===== config.mk =====
export PLATFORM = sky130hd
export DESIGN_NAME = synth_enable_reset_strobe_regs
export DESIGN_NICKNAME = d
export VERILOG_FILES = /design/src/design/synth_ctrl_pkg.sv /design/src/design/synth_enable_reset_strobe_regs.sv /design/src/design/strobe_pulser.sv
export SDC_FILE = /design/constraint.sdc
export NUM_CORES = 1
export LEC_CHECK = 0
export BUFFER_PORTS_ARGS = -buffer_cell sky130_fd_sc_hd__clkbuf_2
export CAP_MARGIN = 20
export CELL_PAD_IN_SITES_DETAIL_PLACEMENT = 1
export CELL_PAD_IN_SITES_GLOBAL_PLACEMENT = 2
export CORE_MARGIN = 2
export CORE_UTILIZATION = 26
export DETAILED_ROUTE_END_ITERATION = 10
export PLACE_DENSITY_LB_ADDON = 0.1
export SLEW_MARGIN = 20
export SYNTH_ARGS = -nofsm -noshare
export SYNTH_HDL_FRONTEND = slang
export SYNTH_SLANG_ARGS = --single-unit

===== constraint.sdc =====
create_clock -name clk -period 1.7 [get_ports clk]
set_input_delay 0.085 -clock clk [delete_from_list [all_inputs] [get_ports clk]]
set_output_delay 0.085 -clock clk [all_outputs]
set_load 0.1 [all_outputs]

===== src/design/synth_ctrl_pkg.sv =====
/*
  constants for the synthesizer enable, reset and strobe register bank:
  register addresses, field positions, reset values and widths.
  assumes a six-bit register address and 24-bit register data.
*/
package synth_ctrl_pkg;
  localparam int ADDR_W = 6;
  localparam int DATA_W = 24;
  // register addresses
  localparam logic [5:0] ADDR_STROBE = 6'h00;
  localparam logic [5:0] ADDR_ENABLE = 6'h01;
  localparam logic [5:0] ADDR_FORCE = 6'h02;
  // strobe field positions
  localparam int STB_REGS = 0;
  localparam int STB_DIG = 1;
  localparam int STB_RSVD = 2;
  localparam int STB_TEMP = 3;
  localparam int STB_W = 4;
  // enable field positions
  localparam int EN_VCOBUF = 0;
  localparam int EN_BIAS = 1;
  localparam int EN_REFDIV = 2;
  localparam int EN_XREF_DIG = 3;
  localparam int EN_DIV_DIG = 4;
  localparam int EN_SQR_DIG = 5;
  localparam int EN_SIN_DIG = 6;
  localparam int EN_SQ_BUF = 7;
  localparam int EN_SIN_BUF = 8;
  localparam int EN_VCO_MOD = 9;
  localparam int EN_PRESC = 10;
  localparam int EN_LKD = 11;
  localparam int EN_PUMP = 12;
  localparam int EN_DSM = 13;
  localparam int EN_LOCK = 14;
  localparam int EN_SLIP = 15;
  localparam int EN_W = 16;
  localparam logic [15:0] ENABLE_RESET = 16'hfe9b;
  // force register fields
  localparam int FRC_VAL = 0;
  localparam int FRC_EN = 1;
  localparam int FRC_W = 2;
  localparam logic [1:0] FORCE_RESET = 2'h3;
  // soft-reset pulse length in cycles
  localparam int SOFT_RST_CYCLES = 1;
endpackage : synth_ctrl_pkg


===== src/design/synth_enable_reset_strobe_regs.sv =====
/*
  enable, reset and strobe register bank of a fractional-n synthesizer,
  with the gating and reset controls that its fields drive.
  assumes a serial port decoder on clk presents one-cycle write strobes and
  read address, and that the analog and clock cells sit outside.
*/
// How it works
// - strobe bit 0 pulses reset of the programmable registers to defaults
// - strobe bit 1 pulses reset of the remaining digital logic
// - strobe bit 3 clocks the temperature sensor once
// - bias enable clear disables the whole synthesizer loop
// - reference divider enable clear holds divider in reset, same as bypass
// - bit 3 gates the muxed crystal reference into digital logic
// - bit 4 passes the divided reference clock into digital logic
// - bits 5 and 6 route square and sine crystal clocks to digital
// - square buffer needs bit 7 and sine-select low; sine needs bit 8, select high
// - bit 9 selects modulator clock: one oscillator, zero reference path
// - bit 10 turns prescaler bias on
// - bit 11 enables and un-resets digital lock detect and its gates
// - bit 12 enables the charge pump, otherwise output goes high-impedance
// - bit 13 low resets the fractional modulator
// - bit 14 low resets the lock detect circuit
// - slip prevention needs bit 15 and the phase-detector slip bit
// - force enable drives the force value onto the serial out pin
`timescale 1ns/1ps
module synth_enable_reset_strobe_regs (
  input wire logic clk,
  input wire logic arst_n,
  input wire logic wr_en,
  input wire logic [5:0] wr_addr,
  input wire logic [23:0] wr_data,
  input wire logic [5:0] rd_addr,
  output logic [23:0] rd_data,
  input wire logic serial_read_bit,
  input wire logic lock_detect_bit,
  input wire logic serial_read_active,
  input wire logic sine_select,
  input wire logic slip_phase_enable,
  input wire logic integer_mode,
  output logic regs_soft_reset,
  output logic digital_soft_reset,
  output logic temp_measure_strobe,
  output logic vco_buffer_enable,
  output logic loop_enable,
  output logic refdiv_run,
  output logic refdiv_bypass,
  output logic xref_to_digital,
  output logic divref_to_digital,
  output logic square_to_digital,
  output logic sine_to_digital,
  output logic square_buffer_enable,
  output logic sine_buffer_enable,
  output logic modulator_clock_vco,
  output logic prescaler_bias_enable,
  output logic lock_gates_enable,
  output logic pump_enable,
  output logic pump_drive_oe,
  output logic modulator_run,
  output logic modulator_fractional,
  output logic lock_detect_run,
  output logic slip_prevention,
  output logic lock_or_serial_out_pin
);

  // the fixed slices of wr_data and rd_data below assume these field widths
  if (synth_ctrl_pkg::STB_W != 4 || synth_ctrl_pkg::EN_W != 16
      || synth_ctrl_pkg::FRC_W != 2) begin : g_width_check
    $error("synth_enable_reset_strobe_regs: package field widths do not fit the ports");
  end
  // reset release through two flops
  logic rst_meta_q;
  logic rst_sync_q;
  always_ff @(posedge clk or negedge arst_n) begin
    if (!arst_n) begin
      rst_meta_q <= 1'b0;
      rst_sync_q <= 1'b0;
    end else begin
      rst_meta_q <= 1'b1;
      rst_sync_q <= rst_meta_q;
    end
  end

  // write decode
  logic wr_strobe;
  logic wr_enable;
  logic wr_force;
  assign wr_strobe = wr_en && (wr_addr == synth_ctrl_pkg::ADDR_STROBE);
  assign wr_enable = wr_en && (wr_addr == synth_ctrl_pkg::ADDR_ENABLE);
  assign wr_force = wr_en && (wr_addr == synth_ctrl_pkg::ADDR_FORCE);

  // strobe pulses; reserved bit 2 masked off
  logic [3:0] strobe_pulse;
  localparam logic [3:0] STROBE_KEEP = 4'hb;
  strobe_pulser #(
    .WIDTH(synth_ctrl_pkg::STB_W)
  ) u_pulser (
    .clk(clk),
    .rst_n(rst_sync_q),
    .wr_en(wr_strobe),
    .wr_bits(wr_data[3:0]),
    .keep_mask(STROBE_KEEP),
    .pulse(strobe_pulse)
  );

  // programmable registers
  logic [15:0] enable_q;
  logic [15:0] enable_d;
  logic [1:0] force_q;
  logic [1:0] force_d;

  // load on write; soft reset of registers restores defaults
  always_comb begin
    enable_d = enable_q;
    force_d = force_q;
    if (strobe_pulse[synth_ctrl_pkg::STB_REGS]) begin
      enable_d = synth_ctrl_pkg::ENABLE_RESET;
      force_d = synth_ctrl_pkg::FORCE_RESET;
    end else begin
      if (wr_enable) begin
        enable_d = wr_data[15:0];
      end
      if (wr_force) begin
        force_d = wr_data[1:0];
      end
    end
  end

  always_ff @(posedge clk or negedge rst_sync_q) begin
    if (!rst_sync_q) begin
      enable_q <= synth_ctrl_pkg::ENABLE_RESET;
      force_q <= synth_ctrl_pkg::FORCE_RESET;
    end else begin
      enable_q <= enable_d;
      force_q <= force_d;
    end
  end

  // strobe outputs
  assign regs_soft_reset = strobe_pulse[synth_ctrl_pkg::STB_REGS];
  assign digital_soft_reset = strobe_pulse[synth_ctrl_pkg::STB_DIG];
  assign temp_measure_strobe = strobe_pulse[synth_ctrl_pkg::STB_TEMP];

  // one enable field gated by bias enable; every loop block goes through this
  function automatic logic gated(input logic bias_on, input logic field);
    gated = bias_on && field;
  endfunction : gated

  // next values of the decoded controls
  logic bias;
  logic vco_buffer_enable_d;
  logic loop_enable_d;
  logic refdiv_run_d;
  logic refdiv_bypass_d;
  logic xref_to_digital_d;
  logic divref_to_digital_d;
  logic square_to_digital_d;
  logic sine_to_digital_d;
  logic square_buffer_enable_d;
  logic sine_buffer_enable_d;
  logic modulator_clock_vco_d;
  logic prescaler_bias_enable_d;
  logic lock_gates_enable_d;
  logic pump_enable_d;
  logic pump_drive_oe_d;
  logic modulator_run_d;
  logic modulator_fractional_d;
  logic lock_detect_run_d;
  logic slip_prevention_d;
  logic lock_or_serial_out_pin_d;
  // registered decoded controls
  logic vco_buffer_enable_q;
  logic loop_enable_q;
  logic refdiv_run_q;
  logic refdiv_bypass_q;
  logic xref_to_digital_q;
  logic divref_to_digital_q;
  logic square_to_digital_q;
  logic sine_to_digital_q;
  logic square_buffer_enable_q;
  logic sine_buffer_enable_q;
  logic modulator_clock_vco_q;
  logic prescaler_bias_enable_q;
  logic lock_gates_enable_q;
  logic pump_enable_q;
  logic pump_drive_oe_q;
  logic modulator_run_q;
  logic modulator_fractional_q;
  logic lock_detect_run_q;
  logic slip_prevention_q;
  logic lock_or_serial_out_pin_q;

  // decode; loop blocks drop with bias enable, clock select and pin do not
  always_comb begin
    bias = enable_q[synth_ctrl_pkg::EN_BIAS];
    vco_buffer_enable_d = gated(bias, enable_q[synth_ctrl_pkg::EN_VCOBUF]);
    loop_enable_d = bias;
    refdiv_run_d = gated(bias, enable_q[synth_ctrl_pkg::EN_REFDIV]);
    refdiv_bypass_d = !refdiv_run_d;
    xref_to_digital_d = gated(bias, enable_q[synth_ctrl_pkg::EN_XREF_DIG]);
    divref_to_digital_d = gated(bias, enable_q[synth_ctrl_pkg::EN_DIV_DIG]);
    square_to_digital_d = gated(bias, enable_q[synth_ctrl_pkg::EN_SQR_DIG]);
    sine_to_digital_d = gated(bias, enable_q[synth_ctrl_pkg::EN_SIN_DIG]);
    square_buffer_enable_d = gated(bias, enable_q[synth_ctrl_pkg::EN_SQ_BUF])
      && !sine_select;
    sine_buffer_enable_d = gated(bias, enable_q[synth_ctrl_pkg::EN_SIN_BUF])
      && sine_select;
    modulator_clock_vco_d = enable_q[synth_ctrl_pkg::EN_VCO_MOD];
    prescaler_bias_enable_d = gated(bias, enable_q[synth_ctrl_pkg::EN_PRESC]);
    lock_gates_enable_d = gated(bias, enable_q[synth_ctrl_pkg::EN_LKD]);
    pump_enable_d = gated(bias, enable_q[synth_ctrl_pkg::EN_PUMP]);
    pump_drive_oe_d = pump_enable_d;
    modulator_run_d = gated(bias, enable_q[synth_ctrl_pkg::EN_DSM]);
    modulator_fractional_d = modulator_run_d && !integer_mode;
    lock_detect_run_d = gated(bias, enable_q[synth_ctrl_pkg::EN_LOCK]);
    slip_prevention_d = gated(bias, enable_q[synth_ctrl_pkg::EN_SLIP])
      && slip_phase_enable;
    lock_or_serial_out_pin_d = force_q[synth_ctrl_pkg::FRC_EN]
      ? force_q[synth_ctrl_pkg::FRC_VAL]
      : (serial_read_active ? serial_read_bit : lock_detect_bit);
  end

  // every control output comes straight from a flop, low while in reset
  always_ff @(posedge clk or negedge rst_sync_q) begin
    if (!rst_sync_q) begin
      vco_buffer_enable_q <= 1'b0;
      loop_enable_q <= 1'b0;
      refdiv_run_q <= 1'b0;
      refdiv_bypass_q <= 1'b0;
      xref_to_digital_q <= 1'b0;
      divref_to_digital_q <= 1'b0;
      square_to_digital_q <= 1'b0;
      sine_to_digital_q <= 1'b0;
      square_buffer_enable_q <= 1'b0;
      sine_buffer_enable_q <= 1'b0;
      modulator_clock_vco_q <= 1'b0;
      prescaler_bias_enable_q <= 1'b0;
      lock_gates_enable_q <= 1'b0;
      pump_enable_q <= 1'b0;
      pump_drive_oe_q <= 1'b0;
      modulator_run_q <= 1'b0;
      modulator_fractional_q <= 1'b0;
      lock_detect_run_q <= 1'b0;
      slip_prevention_q <= 1'b0;
      lock_or_serial_out_pin_q <= 1'b0;
    end else begin
      vco_buffer_enable_q <= vco_buffer_enable_d;
      loop_enable_q <= loop_enable_d;
      refdiv_run_q <= refdiv_run_d;
      refdiv_bypass_q <= refdiv_bypass_d;
      xref_to_digital_q <= xref_to_digital_d;
      divref_to_digital_q <= divref_to_digital_d;
      square_to_digital_q <= square_to_digital_d;
      sine_to_digital_q <= sine_to_digital_d;
      square_buffer_enable_q <= square_buffer_enable_d;
      sine_buffer_enable_q <= sine_buffer_enable_d;
      modulator_clock_vco_q <= modulator_clock_vco_d;
      prescaler_bias_enable_q <= prescaler_bias_enable_d;
      lock_gates_enable_q <= lock_gates_enable_d;
      pump_enable_q <= pump_enable_d;
      pump_drive_oe_q <= pump_drive_oe_d;
      modulator_run_q <= modulator_run_d;
      modulator_fractional_q <= modulator_fractional_d;
      lock_detect_run_q <= lock_detect_run_d;
      slip_prevention_q <= slip_prevention_d;
      lock_or_serial_out_pin_q <= lock_or_serial_out_pin_d;
    end
  end

  // control outputs
  assign vco_buffer_enable = vco_buffer_enable_q;
  assign loop_enable = loop_enable_q;
  assign refdiv_run = refdiv_run_q;
  assign refdiv_bypass = refdiv_bypass_q;
  assign xref_to_digital = xref_to_digital_q;
  assign divref_to_digital = divref_to_digital_q;
  assign square_to_digital = square_to_digital_q;
  assign sine_to_digital = sine_to_digital_q;
  assign square_buffer_enable = square_buffer_enable_q;
  assign sine_buffer_enable = sine_buffer_enable_q;
  assign modulator_clock_vco = modulator_clock_vco_q;
  assign prescaler_bias_enable = prescaler_bias_enable_q;
  assign lock_gates_enable = lock_gates_enable_q;
  assign pump_enable = pump_enable_q;
  assign pump_drive_oe = pump_drive_oe_q;
  assign modulator_run = modulator_run_q;
  assign modulator_fractional = modulator_fractional_q;
  assign lock_detect_run = lock_detect_run_q;
  assign slip_prevention = slip_prevention_q;
  assign lock_or_serial_out_pin = lock_or_serial_out_pin_q;

  // read mux; strobe address reads zero here, unmapped reads zero
  logic [23:0] rd_d;
  logic [23:0] rd_q;
  always_comb begin
    case (rd_addr)
      synth_ctrl_pkg::ADDR_ENABLE: rd_d = {8'h00, enable_q};
      synth_ctrl_pkg::ADDR_FORCE: rd_d = {22'h000000, force_q};
      default: rd_d = 24'h000000;
    endcase
  end

  always_ff @(posedge clk or negedge rst_sync_q) begin
    if (!rst_sync_q) begin
      rd_q <= 24'h000000;
    end else begin
      rd_q <= rd_d;
    end
  end

  assign rd_data = rd_q;
endmodule : synth_enable_reset_strobe_regs


===== src/design/strobe_pulser.sv =====
/*
  turns a write of ones into single-cycle pulses, one per strobe bit.
  assumes wr_en is a one-cycle pulse in the clk domain.
*/
`timescale 1ns/1ps
module strobe_pulser #(
  parameter int WIDTH = 4
) (
  input wire logic clk,
  input wire logic rst_n,
  input wire logic wr_en,
  input wire logic [WIDTH-1:0] wr_bits,
  input wire logic [WIDTH-1:0] keep_mask,
  output logic [WIDTH-1:0] pulse
);
  if (WIDTH < 1) begin : g_bad_width
    $error("strobe_pulser: WIDTH must be at least 1");
  end

  logic [WIDTH-1:0] pulse_d;
  logic [WIDTH-1:0] pulse_q;

  // one only in the cycle after the write; zeros and masked bits ignored
  always_comb begin
    pulse_d = wr_en ? (wr_bits & keep_mask) : '0;
  end

  always_ff @(posedge clk or negedge rst_n) begin
    if (!rst_n) begin
      pulse_q <= '0;
    end else begin
      pulse_q <= pulse_d;
    end
  end

  assign pulse = pulse_q;
endmodule : strobe_pulser


==> results.py <==
metrics = {
    "status": {
        "outcome": "complete, no violations",
    },
    "floorplanning": {
        "core_region_area_um2": 8300,
        "dieArea_um2": 9410,
        "start_util": 0.271,
        "die_w_um": 97.0,
        "rows": 33,
        "die_height_um": 97.0,
        "io_pins": 92,
    },
    "pwr": {
        "p_sw_mw": 1.64,
        "clock_power_share": 0.274,
        "p_seq_frac": 0.418,
        "comb_power_share": 0.308,
        "p_int_mw": 2.35,
        "ir_drop_uv": 407,
        "p_leak_nw": 1.50,
        "powerDensity_nw_per_um2": 1310,
        "swShare": 0.412,
    },
    "timing": {
        "relSlewSlack": 0.632,
        "tns_ns": 0,
        "worst_pin_slew_ns": 0.555,
        "layout_min_cycle_time_ns": 1.40,
        "final.period_utilization": 0.824,
        "setup_viol": 0,
        "max_freq_mhz": 714,
        "hold-worst-slack_ns": 0.00904,
        "hold_viol": 0,
        "rsz0062_at_grt": "false",
        "fin_skew_ns": 0.00654,
        "slew_viol_final": 0,
    },
    "routing": {
        "ant_nets": 0,
        "drtPass1Iterations": 4,
        "wl_um": 5060,
        "first_iter_violations": 38,
        "via_per_inst": 4.06,
        "via_count": 1559,
        "wl_per_cell_um": 13.2,
        "route.detailed.drc": 0,
    },
    "critical_path": {
        "max_stage_delay_ns": 0.59,
        "setup.worst_path.start_class": "input port",
        "path_class": "input port to flip-flop",
        "required_ns": 1.96,
        "critPathMostFrequentCell": "dlygate4sd3_1",
        "slowest_stage": "dlygate4sd3_1",
        "cp_top_family": "buffers and inverters",
        "arrival_ns": 1.66,
        "cp_max_fo": 5,
        "worst_setup_path_end_kind": "flip-flop",
        "crit_buf_inv": 3,
        "crit_chain": "dlygate4sd3_1, clkbuf_2, nor4b_1, dlygate4sd3_1",
        "rrSetupSlack_ns": 0.57,
    },
    "global_route": {
        "grtUsageMet1": 0.131,
        "grt_use_met3": 0.0253,
        "grt_pass1_wl_um": 8270,
        "met2_usage": 0.194,
        "grt_start_max_net_pins": 57,
        "grt_pass1_vias": 1719,
        "top_usage_layer": "met2",
        "antenna_found_initial": 0,
        "grt_usage": 0.113,
        "gr-total-overflow": 0,
    },
    "logic_synthesis": {
        "ys_types": 23,
        "avgSynthCellArea_um2": 12.6,
        "ys_seq_area_frac": 0.653,
        "ys_seq_elements": 58,
        "yosys_warnings": 0,
        "syn-cell-area_um2": 2250,
        "postSynthCellCount": 179,
    },
    "clock_network": {
        "clkTransAtPathRegs_ns": 0.06,
        "cts_resized": 0,
        "cts_root_buf": "clkbuf_8",
        "numCtsBuffers": 9,
        "cts_buffer_depth": 2,
        "cts.sinks": 58,
        "insertion_delay_ns": 0.33,
        "post-cts-setup-buffer-count": 0,
        "cts_tree": "yes",
        "cts.htree.levels": 3,
    },
    "placement": {
        "portBuffers": 75,
        "dpl.hpwl_um": 3330,
        "gp_congestion": 0.650,
    },
    "finish": {
        "drive_gt1_frac": 0.401,
        "areaGrowthSynthToFinish_pct": 35.4,
        "fillers": 958,
        "final_cell_mix": "74 x clkbuf_2, 43 x dfrtp_1, 29 x nor2_1",
        "antenna_cells": 0,
        "final_nets": 319,
        "final_common_cell": "clkbuf_2",
    },
    "job": {
        "max-cap-violations": 0,
    },
    "hold_path": {
        "hp-class": "input port to flip-flop",
    },
}
-- cells in the mapped netlist, drive strengths merged --
master,n,share of area
mux2i,19,0.085
clkbuf,5,0.0083
nand4b,1,0.0039
and3,2,0.0056
nor4b,3,0.012
nand2b,8,0.022
inv,1,0.0017
and2b,1,0.0033
nor3,1,0.0044
and4b,1,0.0044
buf,12,0.043
o21ai,1,0.0022
dfrtp,44,0.49
dfstp,14,0.16
nor2b,4,0.014
nand2,4,0.0067
nor2,29,0.048
or4,1,0.0050
conb,2,0.0033
and2,24,0.067
a22oi,2,0.0067
-- tightest hold or removal path: stages --
cell and delay, ns:
clkbuf_2 0.09, nor2_1 0.08, mux2i_1 0.07
-- state kept, by name, indices dropped and copies added (netlist names), 2 cells and up --
name	count
enable_q	16
force_q	2
rd_data	16
u_pulser.pulse	3
-- logic make-up (layout without fill, tap and decap cells) --
| family | count (synthesis) | after routing | share of synthesized area |
|---|---|---|---|
| mux | 19 | 19 | 0.0845 |
| buf+inv | 18 | 111 | 0.0534 |
| simple gates | 79 | 79 | 0.197 |
| compound gates | 3 | 3 | 0.00889 |
| flops | 58 | 58 | 0.653 |
| other cells | 2 | 9 | 0.00334 |
-- worst paths after layout --
| path | start | endpoint | cells after the start |
|---|---|---|---|
| worst max-delay path | wr_addr[1] | u_pulser.pulse[1] | 4 |
| worst min-delay path | wr_data[12] | enable_q[12] | 3 |
| worst max register to register | enable_q[1] | modulator_fractional | 2 |
| worst min register to register | rst_sync_q | rd_data[4] | 1 |
| max in group asynchronous | rst_sync_q | force_q[0] | 1 |
| min in group asynchronous | arst_n | rst_sync_q | 2 |
-- power by group through the flow --
stage          combinational [mW]  sequential (mW)  clock, mW
2_1_floorplan               0.288             2.41          0
3_3_place_gp                 1.21             1.69          0
3_5_place_dp                 1.21             1.70          0
4_1_cts                      1.24             1.67       1.16
5_1_grt                      1.28             1.70       1.21
6_report                     1.23             1.67       1.10
-- layer usage --
metal / vias to the layer above / part of all wire
li1: 741 / -
met5: - / 0
met1: 760 / 0.43
met3: 9 / 0.048
met2: 49 / 0.50
met4: 0 / 0.021
-- repair_timing --
item | 4_1_cts | 5_1_grt
hold buffers | 15 | 0
hold endpoints to repair | 16 | 0
setup endpoints to repair | 0 | 0
-- area by class of cell --
| cell class | instances | area, µm² | area share |
|---|---|---|---|
| timing repair buffer | 94 | 583 | 0.191 |
| inverter | 1 | 3.75 | 0.00123 |
| multi-input combinational | 110 | 687 | 0.225 |
| sequential | 58 | 1470 | 0.483 |
| tap | 105 | 131 | 0.0431 |
| clock inverter | 5 | 30.0 | 0.00986 |
| clock buffer | 11 | 141 | 0.0464 |
-- metrics by stage --
step	power (mW)	setup WS, ns	cell area [µm²]	util	std cells
after floorplan	2.70	0.0113	2280	-	186
after global placement	2.90	0.372	2730	0.328	353
after detailed placement	2.91	0.369	2730	0.328	353
after CTS	4.07	0.382	3050	0.367	384
after global routing	4.19	0.236	3050	0.367	384
final	3.99	0.298	3050	0.367	384
Note: power is estimated with default switching activity, not from simulation.
